`src/design/vrl_consts.svh`:
```
// Operation
// - threshold registers read exponent 11101 in bits 15:11; writes there are dropped.
// - reserved bits drop writes and always read back as zero.
// - rising-threshold low byte is the turn-on level, 0.125 V per count.
// - falling-threshold low byte is the turn-off level, 0.125 V per count.
// - input above over-voltage limit raises the protection trigger.
// - input below under-voltage warning limit raises the low-input warning.
// - gain bits 15:11 select k: 10001 is 1, 10010 is 2, 10011 is 4.
// - gain bits 10:0 multiply the host output-current report.
// - current offset register reads exponent 11111 in bits 15:11.
// - six-bit signed offset, 0.5 A per count, added to host report; resets zero.
// - seven-bit signed offset, bit 14 sign, added to serial current report.
// - eight-bit gain scales serial current report; resets to 128.
// - three gain/offset sets, picked by one, two or three active phases.
// - other registers accept writes only while entered equals stored password.
// - stored password goes to nonvolatile store; entered password never does.
// - capture every serial command except reads of the capture locations.
// - capture register bits 11:8 hold the last command's address.
// - low capture byte: frame error, parity error, parity, five-bit code.
// - last command's payload byte sits in its own read-only register.
`ifndef VRL_CONSTS_SVH
`define VRL_CONSTS_SVH

// command codes of the register bank
`define VRL_CMD_VIN_RISE 8'h35
`define VRL_CMD_VIN_FALL 8'h36
`define VRL_CMD_IOUT_GAIN 8'h38
`define VRL_CMD_IOUT_OFS 8'h39
`define VRL_CMD_SER_CAL1 8'h3A
`define VRL_CMD_SER_CAL2 8'h3B
`define VRL_CMD_SER_CAL3 8'h3C
`define VRL_CMD_SYS_PW 8'h50
`define VRL_CMD_IN_PW 8'h51
`define VRL_CMD_VIN_OV 8'h55
`define VRL_CMD_VIN_UV 8'h58
`define VRL_CMD_CAP_ADDR 8'h72
`define VRL_CMD_CAP_PAYLOAD 8'h73

// fixed exponents and k codes
`define VRL_EXP_VIN 5'h1D
`define VRL_EXP_IOFS 5'h1F
`define VRL_K1_CODE 5'h11
`define VRL_K2_CODE 5'h12
`define VRL_K4_CODE 5'h13

// reset values
`define VRL_VIN_RISE_RST 8'h28
`define VRL_VIN_FALL_RST 8'h20
`define VRL_VIN_OV_RST 8'hC0
`define VRL_VIN_UV_RST 8'h24
`define VRL_IOUT_GAIN_RST 11'h100
`define VRL_IOUT_OFS_RST 6'h00
`define VRL_SER_GAIN_RST 8'h80
`define VRL_SER_OFS_RST 7'h00
`define VRL_PW_RST 8'h00

// serial capture window and scaling
`define VRL_CAP_LOC_LO 8'h80
`define VRL_CAP_LOC_HI 8'h82
`define VRL_READ_REG_CODE 5'h07
`define VRL_IOUT_SHIFT 10
`define VRL_SER_SHIFT 7
`define VRL_IOUT_MAX 11'h7FF
`define VRL_SER_MAX 8'hFF

`endif

```
`src/design/vrl_pkg.sv`:
```
package vrl_pkg;

	// input supply state, one-hot
	typedef enum logic [1:0] {
		VRL_SUPPLY_OFF = 2'b01,
		VRL_SUPPLY_ON = 2'b10
	} vrl_supply_t;

	// register bank state
	typedef struct packed {
		logic [7:0] vinRise;
		logic [7:0] vinFall;
		logic [7:0] vinOvLimit;
		logic [7:0] vinUvLimit;
		logic [4:0] iGainK;
		logic [10:0] iGain;
		logic [5:0] iOfs;
		logic [2:0][7:0] serGain;
		logic [2:0][6:0] serOfs;
		logic [7:0] sysPw;
		logic [7:0] inPw;
		logic [3:0] capAddr;
		logic [7:0] capFlags;
		logic [7:0] capPayload;
		logic [15:0] rdData;
		logic ack;
		logic err;
	} vrl_regs_state_t;

	// input voltage monitor state
	typedef struct packed {
		vrl_supply_t supply;
		logic ovFault;
		logic ovEvent;
		logic uvWarn;
	} vrl_mon_state_t;

	// current report state
	typedef struct packed {
		logic [10:0] iOut;
		logic [7:0] serCur;
	} vrl_rep_state_t;

endpackage : vrl_pkg

```
`src/design/vrl_cal_if.sv`:
```
`timescale 1ns/100ps
`default_nettype none

// settings handed from the register bank to the monitor and report logic
interface vrl_cal_if;
	logic [7:0] vinRise;
	logic [7:0] vinFall;
	logic [7:0] vinOvLimit;
	logic [7:0] vinUvLimit;
	logic [4:0] iGainK;
	logic [10:0] iGain;
	logic [5:0] iOfs;
	logic [7:0] serGain;
	logic [6:0] serOfs;

	modport regs (
		output vinRise, vinFall, vinOvLimit, vinUvLimit,
		output iGainK, iGain, iOfs, serGain, serOfs
	);
	modport mon (
		input vinRise, vinFall, vinOvLimit, vinUvLimit
	);
	modport rep (
		input iGainK, iGain, iOfs, serGain, serOfs
	);
endinterface : vrl_cal_if

`default_nettype wire

```
`src/design/vrl_current_report.sv`:
```
`timescale 1ns/100ps
`default_nettype none
`include "vrl_consts.svh"

module vrl_current_report (
	// clock and reset
	input wire logic ref_clk,
	input wire logic rst,
	// settings
	vrl_cal_if.rep cal,
	// raw current samples
	input wire logic [10:0] iMonRaw,
	input wire logic [7:0] serCurrentRaw,
	// calibrated reports
	output logic [10:0] iOutReport,
	output logic [7:0] serCurrentReport
);

	vrl_pkg::vrl_rep_state_t q, d;
	logic [21:0] iProd;
	logic [15:0] serProd;
	logic [4:0] iShift;
	logic signed [23:0] iSum;
	logic signed [23:0] serSum;

	// saturate a signed sum into 0..max, so a negative offset never wraps
	function automatic logic [10:0] clampTo(input logic signed [23:0] v,
		input logic [10:0] max);
		if (v < 0) begin
			clampTo = 11'h000;
		end else if (v > $signed({13'h0000, max})) begin
			clampTo = max;
		end else begin
			clampTo = v[10:0];
		end
	endfunction : clampTo

	// larger k means a smaller programmed gain, so shift less
	always_comb begin
		unique case (cal.iGainK)
			`VRL_K2_CODE: iShift = 5'(`VRL_IOUT_SHIFT - 1);
			`VRL_K4_CODE: iShift = 5'(`VRL_IOUT_SHIFT - 2);
			default: iShift = 5'(`VRL_IOUT_SHIFT);
		endcase
	end

	// host report: gain, then offset in 0.5 A steps on a 0.25 A scale
	assign iProd = 22'(iMonRaw) * 22'(cal.iGain);
	assign iSum = $signed({2'b00, iProd >> iShift})
		+ ($signed({{18{cal.iOfs[5]}}, cal.iOfs}) <<< 1);

	// serial report: gain of 128 is unity, offset added directly
	assign serProd = 16'(serCurrentRaw) * 16'(cal.serGain);
	assign serSum = $signed({8'h00, serProd >> `VRL_SER_SHIFT})
		+ $signed({{17{cal.serOfs[6]}}, cal.serOfs});

	always_comb begin
		d = q;
		d.iOut = clampTo(iSum, `VRL_IOUT_MAX);
		d.serCur = 8'(clampTo(serSum, {3'b000, `VRL_SER_MAX}));
	end

	// state register
	always_ff @(posedge ref_clk) begin
		if (rst) begin
			q <= '0;
		end else begin
			q <= d;
		end
	end

	assign iOutReport = q.iOut;
	assign serCurrentReport = q.serCur;

endmodule : vrl_current_report

`default_nettype wire

```
`src/design/vrl_regs.sv`:
```
`timescale 1ns/100ps
`default_nettype none
`include "vrl_consts.svh"

module vrl_regs #(
	parameter logic [4:0] READ_REG_CODE = `VRL_READ_REG_CODE
) (
	// clock and reset
	input wire logic ref_clk,
	input wire logic rst,
	// command port from the bus protocol layer
	input wire logic cmdValid,
	input wire logic cmdWrite,
	input wire logic [7:0] cmdCode,
	input wire logic [15:0] cmdWrData,
	output logic cmdAck,
	output logic cmdErr,
	output logic [15:0] cmdRdData,
	output logic cmdLocked,
	// received serial link command
	input wire logic serCmdValid,
	input wire logic [3:0] serCmdAddr,
	input wire logic [4:0] serCmdCode,
	input wire logic serCmdParity,
	input wire logic serCmdParityErr,
	input wire logic serCmdFrameErr,
	input wire logic [7:0] serCmdPayload,
	// nonvolatile store of the system password
	input wire logic nvmRestore,
	input wire logic [7:0] nvmPassword,
	output logic [7:0] storedPassword,
	// sensed quantities
	input wire logic [7:0] vinSense,
	input wire logic [1:0] activePhases,
	input wire logic [10:0] iMonRaw,
	input wire logic [7:0] serCurrentRaw,
	// results
	output logic vinSupplyOk,
	output logic vinOvFault,
	output logic vinOvEvent,
	output logic vinUvWarn,
	output logic [10:0] iOutReport,
	output logic [7:0] serCurrentReport
);

	localparam vrl_pkg::vrl_regs_state_t RESET_STATE = '{
		vinRise: `VRL_VIN_RISE_RST,
		vinFall: `VRL_VIN_FALL_RST,
		vinOvLimit: `VRL_VIN_OV_RST,
		vinUvLimit: `VRL_VIN_UV_RST,
		iGainK: `VRL_K1_CODE,
		iGain: `VRL_IOUT_GAIN_RST,
		iOfs: `VRL_IOUT_OFS_RST,
		serGain: {3{`VRL_SER_GAIN_RST}},
		serOfs: {3{`VRL_SER_OFS_RST}},
		sysPw: `VRL_PW_RST,
		inPw: `VRL_PW_RST,
		capAddr: 4'h0,
		capFlags: 8'h00,
		capPayload: 8'h00,
		rdData: 16'h0000,
		ack: 1'b0,
		err: 1'b0
	};

	vrl_pkg::vrl_regs_state_t q, d;
	vrl_cal_if cal ();
	logic unlocked;
	logic capTake;
	logic [1:0] phaseSet;

	// linear word with fixed exponent; bits 10:8 are reserved zero
	function automatic logic [15:0] linearWord(input logic [4:0] exponent,
		input logic [7:0] mant);
		linearWord = {exponent, 3'b000, mant};
	endfunction : linearWord

	// one serial cal word: bit 15 reserved, offset 14:8, gain 7:0
	function automatic logic [15:0] serWord(input logic [6:0] ofs,
		input logic [7:0] gain);
		serWord = {1'b0, ofs, gain};
	endfunction : serWord

	// a mismatched entered password locks all writes but its own
	assign unlocked = q.inPw == q.sysPw;

	// reads of the capture locations must not overwrite what they read
	assign capTake = serCmdValid
		&& !(serCmdCode == READ_REG_CODE
		&& serCmdPayload >= `VRL_CAP_LOC_LO
		&& serCmdPayload <= `VRL_CAP_LOC_HI);

	// zero phases is treated like one, the safest set
	assign phaseSet = (activePhases == 2'd0) ? 2'd0 : activePhases - 2'd1;

	// register bank next state
	always_comb begin
		d = q;
		d.ack = 1'b0;
		d.err = 1'b0;
		if (cmdValid) begin
			d.ack = 1'b1;
			d.rdData = 16'h0000;
			unique case (cmdCode)
				`VRL_CMD_VIN_RISE: d.rdData = linearWord(`VRL_EXP_VIN, q.vinRise);
				`VRL_CMD_VIN_FALL: d.rdData = linearWord(`VRL_EXP_VIN, q.vinFall);
				`VRL_CMD_VIN_OV: d.rdData = linearWord(`VRL_EXP_VIN, q.vinOvLimit);
				`VRL_CMD_VIN_UV: d.rdData = linearWord(`VRL_EXP_VIN, q.vinUvLimit);
				`VRL_CMD_IOUT_GAIN: d.rdData = {q.iGainK, q.iGain};
				`VRL_CMD_IOUT_OFS: d.rdData = {`VRL_EXP_IOFS, 5'h00, q.iOfs};
				`VRL_CMD_SER_CAL1: d.rdData = serWord(q.serOfs[0], q.serGain[0]);
				`VRL_CMD_SER_CAL2: d.rdData = serWord(q.serOfs[1], q.serGain[1]);
				`VRL_CMD_SER_CAL3: d.rdData = serWord(q.serOfs[2], q.serGain[2]);
				`VRL_CMD_SYS_PW: d.rdData = {8'h00, q.sysPw};
				`VRL_CMD_IN_PW: d.rdData = {8'h00, q.inPw};
				`VRL_CMD_CAP_ADDR: d.rdData = {4'h0, q.capAddr, q.capFlags};
				`VRL_CMD_CAP_PAYLOAD: d.rdData = {8'h00, q.capPayload};
				default: d.err = 1'b1;
			endcase
			if (cmdWrite) begin
				d.rdData = 16'h0000;
				if (cmdCode == `VRL_CMD_IN_PW) begin
					d.inPw = cmdWrData[7:0];
				end else if (!unlocked) begin
					d.err = 1'b1;
				end else begin
					unique case (cmdCode)
						`VRL_CMD_VIN_RISE: d.vinRise = cmdWrData[7:0];
						`VRL_CMD_VIN_FALL: d.vinFall = cmdWrData[7:0];
						`VRL_CMD_VIN_OV: d.vinOvLimit = cmdWrData[7:0];
						`VRL_CMD_VIN_UV: d.vinUvLimit = cmdWrData[7:0];
						`VRL_CMD_IOUT_GAIN: begin
							d.iGainK = cmdWrData[15:11];
							d.iGain = cmdWrData[10:0];
						end
						`VRL_CMD_IOUT_OFS: d.iOfs = cmdWrData[5:0];
						`VRL_CMD_SER_CAL1: begin
							d.serOfs[0] = cmdWrData[14:8];
							d.serGain[0] = cmdWrData[7:0];
						end
						`VRL_CMD_SER_CAL2: begin
							d.serOfs[1] = cmdWrData[14:8];
							d.serGain[1] = cmdWrData[7:0];
						end
						`VRL_CMD_SER_CAL3: begin
							d.serOfs[2] = cmdWrData[14:8];
							d.serGain[2] = cmdWrData[7:0];
						end
						`VRL_CMD_SYS_PW: d.sysPw = cmdWrData[7:0];
						default: d.err = 1'b1; // read-only or unmapped
					endcase
				end
			end
		end
		// a restore from the store overrides a host write in the same cycle
		if (nvmRestore) begin
			d.sysPw = nvmPassword;
		end
		if (capTake) begin
			d.capAddr = serCmdAddr;
			d.capFlags = {serCmdFrameErr, serCmdParityErr, serCmdParity,
				serCmdCode};
			d.capPayload = serCmdPayload;
		end
	end

	// state register
	always_ff @(posedge ref_clk) begin
		if (rst) begin
			q <= RESET_STATE;
		end else begin
			q <= d;
		end
	end

	// settings for the monitor and report logic
	assign cal.vinRise = q.vinRise;
	assign cal.vinFall = q.vinFall;
	assign cal.vinOvLimit = q.vinOvLimit;
	assign cal.vinUvLimit = q.vinUvLimit;
	assign cal.iGainK = q.iGainK;
	assign cal.iGain = q.iGain;
	assign cal.iOfs = q.iOfs;
	assign cal.serGain = q.serGain[phaseSet];
	assign cal.serOfs = q.serOfs[phaseSet];

	// outputs of the bank
	assign cmdAck = q.ack;
	assign cmdErr = q.err;
	assign cmdRdData = q.rdData;
	assign cmdLocked = !unlocked;
	assign storedPassword = q.sysPw;

	vrl_vin_monitor u_mon (
		.ref_clk(ref_clk),
		.rst(rst),
		.cal(cal.mon),
		.vinSense(vinSense),
		.vinSupplyOk(vinSupplyOk),
		.vinOvFault(vinOvFault),
		.vinOvEvent(vinOvEvent),
		.vinUvWarn(vinUvWarn)
	);

	vrl_current_report u_rep (
		.ref_clk(ref_clk),
		.rst(rst),
		.cal(cal.rep),
		.iMonRaw(iMonRaw),
		.serCurrentRaw(serCurrentRaw),
		.iOutReport(iOutReport),
		.serCurrentReport(serCurrentReport)
	);

endmodule : vrl_regs

`default_nettype wire

```
`src/design/vrl_vin_monitor.sv`:
```
`timescale 1ns/100ps
`default_nettype none
`include "vrl_consts.svh"

module vrl_vin_monitor (
	// clock and reset
	input wire logic ref_clk,
	input wire logic rst,
	// settings
	vrl_cal_if.mon cal,
	// sensed input voltage, 0.125 V per count
	input wire logic [7:0] vinSense,
	// results
	output logic vinSupplyOk,
	output logic vinOvFault,
	output logic vinOvEvent,
	output logic vinUvWarn
);

	vrl_pkg::vrl_mon_state_t q, d;

	// hysteresis between the two thresholds keeps the supply state quiet
	always_comb begin
		d = q;
		unique case (q.supply)
			vrl_pkg::VRL_SUPPLY_OFF: begin
				if (vinSense >= cal.vinRise) begin
					d.supply = vrl_pkg::VRL_SUPPLY_ON;
				end
			end
			vrl_pkg::VRL_SUPPLY_ON: begin
				if (vinSense < cal.vinFall) begin
					d.supply = vrl_pkg::VRL_SUPPLY_OFF;
				end
			end
		endcase
		d.ovFault = vinSense > cal.vinOvLimit;
		d.ovEvent = d.ovFault && !q.ovFault;
		d.uvWarn = vinSense < cal.vinUvLimit;
	end

	// state register
	always_ff @(posedge ref_clk) begin
		if (rst) begin
			q <= '{supply: vrl_pkg::VRL_SUPPLY_OFF, default: 1'b0};
		end else begin
			q <= d;
		end
	end

	assign vinSupplyOk = q.supply == vrl_pkg::VRL_SUPPLY_ON;
	assign vinOvFault = q.ovFault;
	assign vinOvEvent = q.ovEvent;
	assign vinUvWarn = q.uvWarn;

endmodule : vrl_vin_monitor

`default_nettype wire
```
`config.mk`:
```
export PLATFORM = sky130hd
export DESIGN_NAME = vrl_regs
export DESIGN_NICKNAME = d
export VERILOG_FILES = /design/src/design/vrl_pkg.sv /design/src/design/vrl_cal_if.sv /design/src/design/vrl_current_report.sv /design/src/design/vrl_regs.sv /design/src/design/vrl_vin_monitor.sv
export VERILOG_INCLUDE_DIRS = /design/src /design/src/design
export SDC_FILE = /design/constraint.sdc
export NUM_CORES = 1
export LEC_CHECK = 0
export ABC_AREA = 0
export BUFFER_PORTS_ARGS = -buffer_cell sky130_fd_sc_hd__buf_4
export CORE_ASPECT_RATIO = 1.5
export CORE_UTILIZATION = 40
export DETAILED_ROUTE_END_ITERATION = 8
export PLACE_DENSITY = 0.68
export SLEW_MARGIN = 20
export SYNTH_ARGS = -nofsm -noshare
export SYNTH_HDL_FRONTEND = slang
export SYNTH_SLANG_ARGS = --single-unit
```
`constraint.sdc`:
```
create_clock -name ref_clk -period 8.4 [get_ports ref_clk]
set_input_delay 1.26 -clock ref_clk [delete_from_list [all_inputs] [get_ports ref_clk]]
set_output_delay 1.26 -clock ref_clk [all_outputs]
set_load 0.01 [all_outputs]
```
=== After elaboration in Yosys (flattened, before gate mapping) ===
Cells that the tools add are included.

* Flip-flop bits (word level): 177
* Bits of input ports: 87
* Word-level logic and storage cells: 123

* $add $sub $neg: 3
* Multipliers: 2
* Magnitude comparators: 11
* Equal/unequal tests: 22
* Shift-type cells: 1
* Muxes and demuxes: 26
* Bitwise gates (word level): 2
* Reductions and logical operators: 29

{| class="wikitable"
|+ Operators by type and width
! operator !! number
|-
| $pmux 16 s13 || 1
|-
| $eq 8x6->1 const B || 7
|-
| $mux 8 || 7
|-
| $reduce_and 5->1 || 10
|-
| $eq 8x7->1 const B || 6
|-
| $mux 16 || 3
|-
| $add 23x7->24 || 1
|-
| $gt 24x12->1 const B || 1
|-
| $lt 24x1->1 const B || 1
|-
| $mul 11x11->22 || 1
|-
| $shr 22x4->22 || 1
|-
| $bmux 8 s2 || 1
|-
| $lt 8x8->1 || 2
|-
| $mul 8x8->16 || 1
|-
| $bmux 7 s2 || 1
|-
| $reduce_or 13->1 || 1
|-
| $add 10x7->11 || 1
|-
| $gt 11x9->1 const B || 1
|-
| $lt 11x1->1 const B || 1
|-
| $mux 11 || 1
|-
| $eq 5x5->1 const B || 2
|-
| $reduce_or 10->1 || 1
|-
| $eq 8x8->1 || 1
|-
| $ge 8x8->1 || 1
|-
| 22 further kinds || 42
|}

=== Depth between registers and ports, before layout ===
Gate-level depths: netlist of the first run.

* Depth after elaboration: 8
* Mapped depth: 31
* Mapped depth without buffers: 29

=== Cells and area by module ===
From an unflattened synthesis of the first run, not the netlist that was laid out.

* Cell total of the unflattened synthesis: 1930
* Area, all modules: 16077.9 um^2

{| class="wikitable"
|+ Modules (own cells, without submodules)
! module !! instances !! cells an instance !! area each (um^2) !! seq. area each (um^2)
|-
| vrl_current_report || 1 || 893 || 7622.3 || 380.4
|-
| vrl_regs || 1 || 921 || 7566.0 || 3062.9
|-
| vrl_vin_monitor || 1 || 116 || 889.6 || 100.1
|}

=== Worst setup path after synthesis of the first run ===
No wires, ideal clock.

* Kind: input to register
* Start point: in iMonRaw[2]
* End point: reg u_rep.q, in the netlist u_rep.iOutReport[0]
* Setup time: 0.128 ns
* Arrival: 7.948 ns
* Required time: 8.272 ns
* Slack: 0.323 ns
* Stages: 25
* Buffers on the path: 1
* Cell sequence: clkbuf_1 and2_1 fa_1 fa_1 fa_1 fa_1 inv_1 fa_1 inv_1 ha_1 a21o_1 a221oi_1 nand3_1 a21oi_1 xor2_1 a22oi_1 ha_1 nand2_1 o311a_4 o31ai_4 o21a_1 a21oi_1 or4_4 nor2_4 a31oi_1

* Word-level cells in the longest chain between the ends: 5
* Elaborated cells between the ends (all ways): 7
* Those cells by class: 1 x add/sub; 1 x mul; 2 x order compare; 1 x shift; 1 x mux; 1 x reduce/logical

{| class="wikitable"
|+ Ends and longest elaborated chain
! item !! RTL line !! text
|-
| start: declaration || vrl_regs.sv:35 || <nowiki>input wire logic [10:0] iMonRaw,</nowiki>
|-
| $mul 11x11->22 * || vrl_current_report.sv:48 || <nowiki>assign iProd = 22'(iMonRaw) * 22'(cal.iGain);</nowiki>
|-
| $shr 22x4->22 * || vrl_current_report.sv:49 || <nowiki>assign iSum = $signed({2'b00, iProd >> iShift})</nowiki>
|-
| $add 23x7->24 * || vrl_current_report.sv:50 || <nowiki>+ ($signed({{18{cal.iOfs[5]}}, cal.iOfs}) <<< 1);</nowiki>
|-
| $gt 24x12->1 / $lt 24x1->1 (equally long branches) || vrl_current_report.sv:31, vrl_current_report.sv:29 ||
|-
| $mux 11 / $reduce_or 2->1 (equally long branches) || n/a ||
|-
| end signal: assignment || vrl_current_report.sv:66 || <nowiki>q <= '0;</nowiki>
|-
| end signal: assignment || vrl_current_report.sv:68 || <nowiki>q <= d;</nowiki>
|-
| end: declaration || vrl_current_report.sv:19 || <nowiki>vrl_pkg::vrl_rep_state_t q, d;</nowiki>
|}

Every way passes the cells marked *; elsewhere a longest branch is shown, timed or not.
A chain may end at the register's enable or synchronous reset.

=== Worst setup path after layout of the first run ===
* Start point: in iMonRaw[4]
* End point: reg u_rep.q, in the netlist u_rep.iOutReport[4]

The elaborated chain is that of the path after synthesis.

==> results of run 1 <==
[power by group through the flow]
stage	combinational (mW)	clock (mW)	sequential [mW]
global route	0.675	0.882	0.886
floorplan	0.402	0	0.906
finish	0.604	0.841	0.884
detailed placement	0.602	0	0.902
CTS	0.607	0.849	0.884
global placement	0.585	0	0.904
[worst max-delay path, cell delays in order]
cell and delay [ns]:
buf_4 0.16, and2_1 0.19, fa_1 0.56, fa_1 0.46
fa_1 0.52, fa_1 0.54, inv_1 0.05, fa_1 0.54
inv_1 0.04, ha_1 0.32, a21o_1 0.19, a221oi_1 0.28
buf_4 0.17, nand2_1 0.07, a21oi_1 0.18, xnor2_1 0.18
mux2i_1 0.10, o21ai_0 0.30, ha_1 0.24, nand2_1 0.09
o311a_4 0.40, o31ai_4 0.34, o21a_1 0.18, a21oi_1 0.07
or4_4 0.59, nor2_2 0.21, a21oi_1 0.09
[cells by family (layout without fill, tap and decap cells)]
kind of cell    Yosys count  after routing  synth area share
mux                      97             97            0.0642
simple gates            635            636             0.193
xor+xnor                 47             47            0.0265
other cells               0              4                 0
fa+ha+maj               263            263             0.268
flops                   177            177             0.228
buf+inv                 315            395            0.0828
compound gates          339            339             0.138
[registers in the layout (all words and copies together) (netlist names), 2 cells and up]
| signal | cells |
|---|---|
| q | 73 |
| cal.vinRise | 8 |
| cmdRdData | 16 |
| u_mon.q | 2 |
| cal.iOfs | 6 |
| u_rep.iOutReport | 11 |
| storedPassword | 8 |
| cal.vinUvLimit | 8 |
| cal.iGainK | 5 |
| u_rep.serCurrentReport | 8 |
| cal.vinFall | 8 |
| cal.vinOvLimit | 8 |
| cal.iGain | 11 |
[final cells by class]
type	instances	area (µm²)	share of cell area
multi-input combinational	1382	10800	0.613
sequential	177	3540	0.202
timing repair buffer	172	1290	0.0736
inverter	191	717	0.0408
tap	495	619	0.0353
clock buffer	17	425	0.0242
clock inverter	15	189	0.0108
antenna	4	10.0	0.000570
[stage by stage]
stage / instance area, µm² / cells / setup slack [ns] / hold slack (ns)
4_1_cts: 17500 / 2448 / 0.186 / 0.417
3_5_place_dp: 16900 / 2416 / -0.295 / 0.408
6_report: 17600 / 2453 / 0.387 / 0.415
5_1_grt: 17600 / 2453 / 0.00714 / 0.443
2_1_floorplan: 15500 / 1873 / 0.323 / 0.445
3_3_place_gp: 16900 / 2416 / 0.0481 / 0.401
[worst min path at each step]
stage	startpoint	endpoint	cells after the start
final	u_mon.vinOvFault$_SDFF_PP0_	u_mon.vinOvEvent$_SDFF_PP0_	1
after global routing	u_mon.vinOvFault$_SDFF_PP0_	u_mon.vinOvEvent$_SDFF_PP0_	1
after CTS	u_mon.vinOvFault$_SDFF_PP0_	u_mon.vinOvEvent$_SDFF_PP0_	1
after detailed placement	u_mon.vinOvFault$_SDFF_PP0_	u_mon.vinOvEvent$_SDFF_PP0_	1
after global placement	u_mon.vinOvFault$_SDFF_PP0_	u_mon.vinOvEvent$_SDFF_PP0_	1
after floorplan	cal.vinRise[1]$_SDFFE_PP0P_	cal.vinRise[1]$_SDFFE_PP0P_	2
[placed cells by master, fill, tap and decap left out, types with 4 or more instances in the layout]
cell type  instances
dfxtp_1          177
o21ai_0           40
and3_1             7
nand2_1          237
inv_1            189
o21bai_1           4
clkbuf_16         17
a221oi_1          12
a21o_1            25
or2_2              5
diode_2            4
mux2_2            11
mux2i_1           85
nand4_1            5
nor3_1            17
a21oi_1          158
xnor2_1           21
nor2_1           124
inv_6              4
o21a_1            10
a22oi_1           33
fa_1             116
ha_1             147
nand3_1           94
and2_1            98
a222oi_1           9
inv_8              4
buf_4            172
nor2b_1            6
nand2b_1          16
xor2_1            26
a211oi_1           7
[metal layers]
layer | global-route usage | up-vias | part of all wire
li1 | - | 6392 | -
met1 | 0.264 | 6614 | 0.38
met2 | 0.420 | 471 | 0.51
met3 | 0.0334 | 144 | 0.054
met4 | 0.131 | 0 | 0.054
met5 | 0 | - | 0
==> reports/results.txt, run 1 <==
Crit path time final: 8.01 ns
Fraction of the cycle the final worst path needs: 0.954
Die ar.: 0.0396 mm²
CP endpoint kind: register
Share of the synthesized area in the top cell type: 0.228
Comb pwr share: 0.259
Max VDD drop: 0.124 mV
Rows: 88
Final wirelength: 46400 µm
Worst skew pair latency: 0.44 ns
Post-synth ARST share: 0
Die Y: 243 µm
GRT Total Usage: 0.235
Worst-case reg-to-reg path depth: 27
Quantity of I/O buffers inserted on ports: 136
Hold Crit Class: reg2reg
CTS tree: done
YS warnings: 0
Slew @ Worst Pin: 1.17 ns
Setup CP Type: in2reg
Internal power: 1.58 mW
Final GP Congestion: 0.883
Post-synth EDFFs: 0
Initial cell density of the core: 0.405
MaxCap Viol Count: 0
Share of cells above drive strength 1: 0.123
Crit Path Max Fanout: 11
Maximum clock frequency: 0.125 GHz
Vias in the first global route: 13.9k
Crit start category: input pin
Layout area overhead: 13.1%
First-pass GRT wire length: 72800 µm
Data required, critical path: 8.71 ns
# hold bufs at CTS: 0
Sw Pwr: 0.750 mW
Synth top cells by count: nand2_1 (237), inv_1 (189), dfxtp_1 (177), a21oi_1 (159), ha_1 (147)
Routed WL per cell: 18.9 µm
Drt pass-1 iters: 5
Resized cells post-CTS: 0
Root buf cell: clkbuf_16
Worst reg2reg endpoint: u_rep.iOutReport[4]$_SDFF_PP0_
Final Slew Violations: 0
Synth area leaders: dfxtp_1 (23%), fa_1 (15%), ha_1 (12%), nand2_1 (5.7%), mux2i_1 (5.5%)
Antenna Nets Post-Route: 0
Rel. slew slack: 0.220
Status: finished, final reports clean
GRT overflow: 0
Post-detail-place hpwl: 35800 µm
Cell area after synthesis: 0.0155 mm²
Part of the power in registers: 0.380
Worst-path clk slew: 0.07 ns
Drt drc: 0
Die Wd: 163 µm
I/O Pins: 137
Final hold vios: 0
Worst R2R Setup Slack: 0.67 ns
Yosys top cell by area: dfxtp_1
Final setup viols: 0
Avg Synthesized Cell Area: 8.29 µm²
Count of different cell masters after synthesis: 70
Synth Flop Type: dfxtp_1
Syn Inst Count: 1873
H-tree Lvls: 4
Fin util: 0.458
Initial antenna violation count: 4
Synthesized flop and latch total: 177
PD cells: 133 mW/mm²
Postcts setup bufs: 0
Clk_skew: 0.0103 ns
Worst setup path endpoint: u_rep.iOutReport[4]$_SDFF_PP0_
Core area: 0.0383 mm²
Crit path arrival time: 8.32 ns
CTS max path bufs: 2
RSZ-0062 raised after global routing: false
Total CTS buffers: 17
Pleak: 8.16 nW
Most frequent cell after synthesis: nand2_1
DR vias: 13.6k
Final net count: 2291
Synth Net Count: 2223
TNS Setup: 0 ns
Pwr Total: 2.33 mW
Switching share of total power: 0.322
Filler cell count: 3746
Crit path from: iMonRaw[4]
Clock Power Share: 0.361
Register area share after synthesis: 0.228
Largest net degree at the start of global routing: 80
Vias per cell: 5.55
# clock sinks: 177
Initial drt markers: 914
Worst r2r src: cal.iGain[9]$_SDFFE_PP0P_
No activity file was read; power rests on OpenSTA's default activity.
==> run 2: changes to the inputs <==
--- a/config.mk
+++ b/config.mk
@@ -11,7 +11,7 @@
 export CORE_ASPECT_RATIO = 1.5
 export CORE_UTILIZATION = 40
 export DETAILED_ROUTE_END_ITERATION = 8
-export PLACE_DENSITY = 0.68
+export PLACE_DENSITY = 0.66
 export SLEW_MARGIN = 20
 export SYNTH_ARGS = -nofsm -noshare
 export SYNTH_HDL_FRONTEND = slang
==> constraint.sdc (replaced) <==
create_clock -name ref_clk -period 8.86 [get_ports ref_clk]
set_input_delay 1.329 -clock ref_clk [delete_from_list [all_inputs] [get_ports ref_clk]]
set_output_delay 1.329 -clock ref_clk [all_outputs]
set_load 0.01 [all_outputs]
==> run 2 against run 1 <==
  * Wire length is 3.1% lower
  * Final cell count down 0.69%
  * Largest power group unchanged
  * Critical path type unchanged
  * Sequential cell count did not move
==> reports/results.txt, run 2 (synthesis gave the netlist of run 1 again) <==
First-pass GRT wire length: 71400 µm (was 72800 µm)
Core area: 0.0383 mm² (unchanged)
Routed WL per cell: 18.4 µm (was 18.9 µm)
Drt pass-1 iters: 6 (was 5)
Setup slack at placement: -0.0368 ns (was -0.295 ns)
Share of cells above drive strength 1: 0.115 (was 0.123)
Data required, critical path: 9.18 ns (was 8.71 ns)
Rows: 88 (unchanged)
# clock sinks: 177 (unchanged)
Die Wd: 163 µm (unchanged)
Diodes inserted: 0 (was 4)
Die ar.: 0.0396 mm² (unchanged)
Worst reg2reg endpoint: u_rep.iOutReport[0]$_SDFF_PP0_ (was u_rep.iOutReport[4]$_SDFF_PP0_)
Setup CP Type: in2reg (unchanged)
Largest register FFs: 73 (unchanged)
# hold bufs at CTS: 0 (unchanged)
Worst hold path depth: 1 (unchanged)
Final wirelength: 44900 µm (was 46400 µm)
Crit start category: input pin (unchanged)
Vias in the first global route: 13.5k (was 13.9k)
GR Layer Usage met3: 0.0293 (was 0.0334)
Final net count: 2278 (was 2291)
Most Crowded Layer GR: met2 (unchanged)
Pwr Total: 2.21 mW (was 2.33 mW)
Worst-path clk slew: 0.07 ns (about the same)
Vias per cell: 5.52 (was 5.55)
Worst-case reg-to-reg path depth: 25 (was 27)
Post-route cell area: 0.0174 mm² (was 0.0176 mm²)
Quantity of I/O buffers inserted on ports: 136 (unchanged)
RSZ-0062 raised after global routing: false (unchanged)
Hold Path End: u_mon.vinOvEvent$_SDFF_PP0_ (unchanged)
Crit path time final: 8.35 ns
Root buf cell: clkbuf_16 (unchanged)
Resized cells post-CTS: 0 (unchanged)
Status: finished, final reports clean (unchanged)
H-tree Lvls: 4 (unchanged)
Worst R2R Setup Slack: 0.80 ns (was 0.67 ns)
Max VDD drop: 0.125 mV (was 0.124 mV)
Largest register by flop count: q (unchanged)
Layout area overhead: 12.2% (was 13.1%)
MaxCap Viol Count: 0 (unchanged)
Final setup viols: 0 (unchanged)
DR vias: 13.4k (was 13.6k)
Total CTS buffers: 17 (unchanged)
Initial antenna violation count: 0 (was 4)
Global Route met1 Usage: 0.273 (was 0.264)
Worst skew pair latency: 0.45 ns (was 0.44 ns)
Postcts setup bufs: 0 (unchanged)
Worst r2r src: cal.iGain[4]$_SDFFE_PP0P_ (was cal.iGain[9]$_SDFFE_PP0P_)
I/O Pins: 137 (unchanged)
Fin util: 0.455 (was 0.458)
Crit Path Max Fanout: 11 (unchanged)
Slew @ Worst Pin: 1.05 ns (was 1.17 ns)
CTS max path bufs: 2 (unchanged)
Crit path arrival time: 8.68 ns (was 8.32 ns)
Hold Startpoint: u_mon.vinOvFault$_SDFF_PP0_ (unchanged)
CP endpoint kind: register (unchanged)
Worst setup slack after layout: 0.507 ns (was 0.387 ns)
Initial drt markers: 1062 (was 914)
Clk_skew: 0.0200 ns (was 0.0103 ns)
Largest net degree at the start of global routing: 55 (was 80)
Hold Crit Class: reg2reg (unchanged)
Initial cell density of the core: 0.405 (unchanged)
CTS tree: done (unchanged)
Met2 usage: 0.406 (was 0.420)
Final GP Congestion: 0.922 (was 0.883)
Maximum clock frequency: 0.120 GHz
Filler cell count: 3809 (was 3746)
Post-Layout Cell Count: 2436 (was 2453)
Placed instance count: 2404 (was 2416)
Die Y: 243 µm (unchanged)
Post-detail-place hpwl: 35000 µm (was 35800 µm)
GRT Total Usage: 0.230 (was 0.235)
Commonest cells after routing, fill and taps aside: nand2_1 (237), inv_1 (189), dfxtp_1 (177) (unchanged)
Fraction of the cycle the final worst path needs: 0.943
Pleak: 8.09 nW (was 8.16 nW)
Antenna Nets Post-Route: 0 (unchanged)
GRT overflow: 0 (unchanged)
Final hold vios: 0 (unchanged)
Placed inst area: 0.0168 mm² (was 0.0169 mm²)
Commonest non-fill, non-tap cell in the layout: nand2_1 (unchanged)
Rel. slew slack: 0.301 (was 0.220)
Final Slew Violations: 0 (unchanged)
PD cells: 127 mW/mm² (was 133 mW/mm²)
Drt drc: 0 (unchanged)
## run 2: cell types whose count changed in the layout (fill, tap and decap cells not counted), moves of 3 or more
cell / delta
buf_4: -12
diode_2: -4
clkinv_2: +3
inv_8: -3
## run 2: critical path: stages
cell,delay (ns)
buf_4,0.15
and2_1,0.18
fa_1,0.50
fa_1,0.54
fa_1,0.52
fa_1,0.54
inv_1,0.05
fa_1,0.53
inv_1,0.04
ha_1,0.34
a21o_1,0.20
a221oi_1,0.54
nand2_1,0.16
a21oi_1,0.20
xnor2_1,0.19
a21oi_1,0.11
a22oi_1,0.23
ha_1,0.31
a21oi_1,0.25
o311a_4,0.27
o31ai_4,0.10
o41a_1,0.37
a2111oi_0,0.45
a21oi_1,0.18
nor2_4,0.26
a31oi_1,0.10
## run 2: layer usage
layer | vias up | part of all wire
li1 | 6365 | -
met1 | 6518 | 0.39
met2 | 453 | 0.51
met3 | 102 | 0.049
met4 | 0 | 0.046
met5 | - | 0
## run 2: how the worst max path moves through the flow
| stage | end | startpoint | slack, ns |
|---|---|---|---|
| finish | u_rep.iOutReport[0]$_SDFF_PP0_ | iMonRaw[1] | 0.51 |
| global route | u_rep.iOutReport[8]$_SDFF_PP0_ | iMonRaw[1] | 0.12 |
| CTS | u_rep.iOutReport[6]$_SDFF_PP0_ | iMonRaw[1] | 0.43 |
| detailed placement | u_rep.iOutReport[6]$_SDFF_PP0_ | iMonRaw[1] | -0.04 |
| global placement | u_rep.iOutReport[0]$_SDFF_PP0_ | iMonRaw[1] | 0.24 |
| floorplan | u_rep.iOutReport[0]$_SDFF_PP0_ | iMonRaw[2] | 0.71 |
## run 2: where the power goes
part	internal [mW]	switching, mW
Clock	0.449	0.354
Combinational	0.245	0.324
Sequential	0.822	0.0156
Total	1.52	0.694
## run 2: area by class of cell
class / count / area, µm² / area share
multi-input cells: 1381 / 10700 / 0.616
flip-flops and latches: 177 / 3540 / 0.203
repair buffers: 160 / 1200 / 0.0690
inverters: 191 / 717 / 0.0412
well taps: 495 / 619 / 0.0356
clock buffers: 18 / 429 / 0.0246
clock inverters: 14 / 175 / 0.0101
## run 2: metrics by stage
stage | setup TNS, ns | hold WS [ns]
2_1_floorplan | 0 | 0.445
3_3_place_gp | 0 | 0.397
3_5_place_dp | -0.250 | 0.405
4_1_cts | 0 | 0.415
5_1_grt | 0 | 0.441
6_report | 0 | 0.410
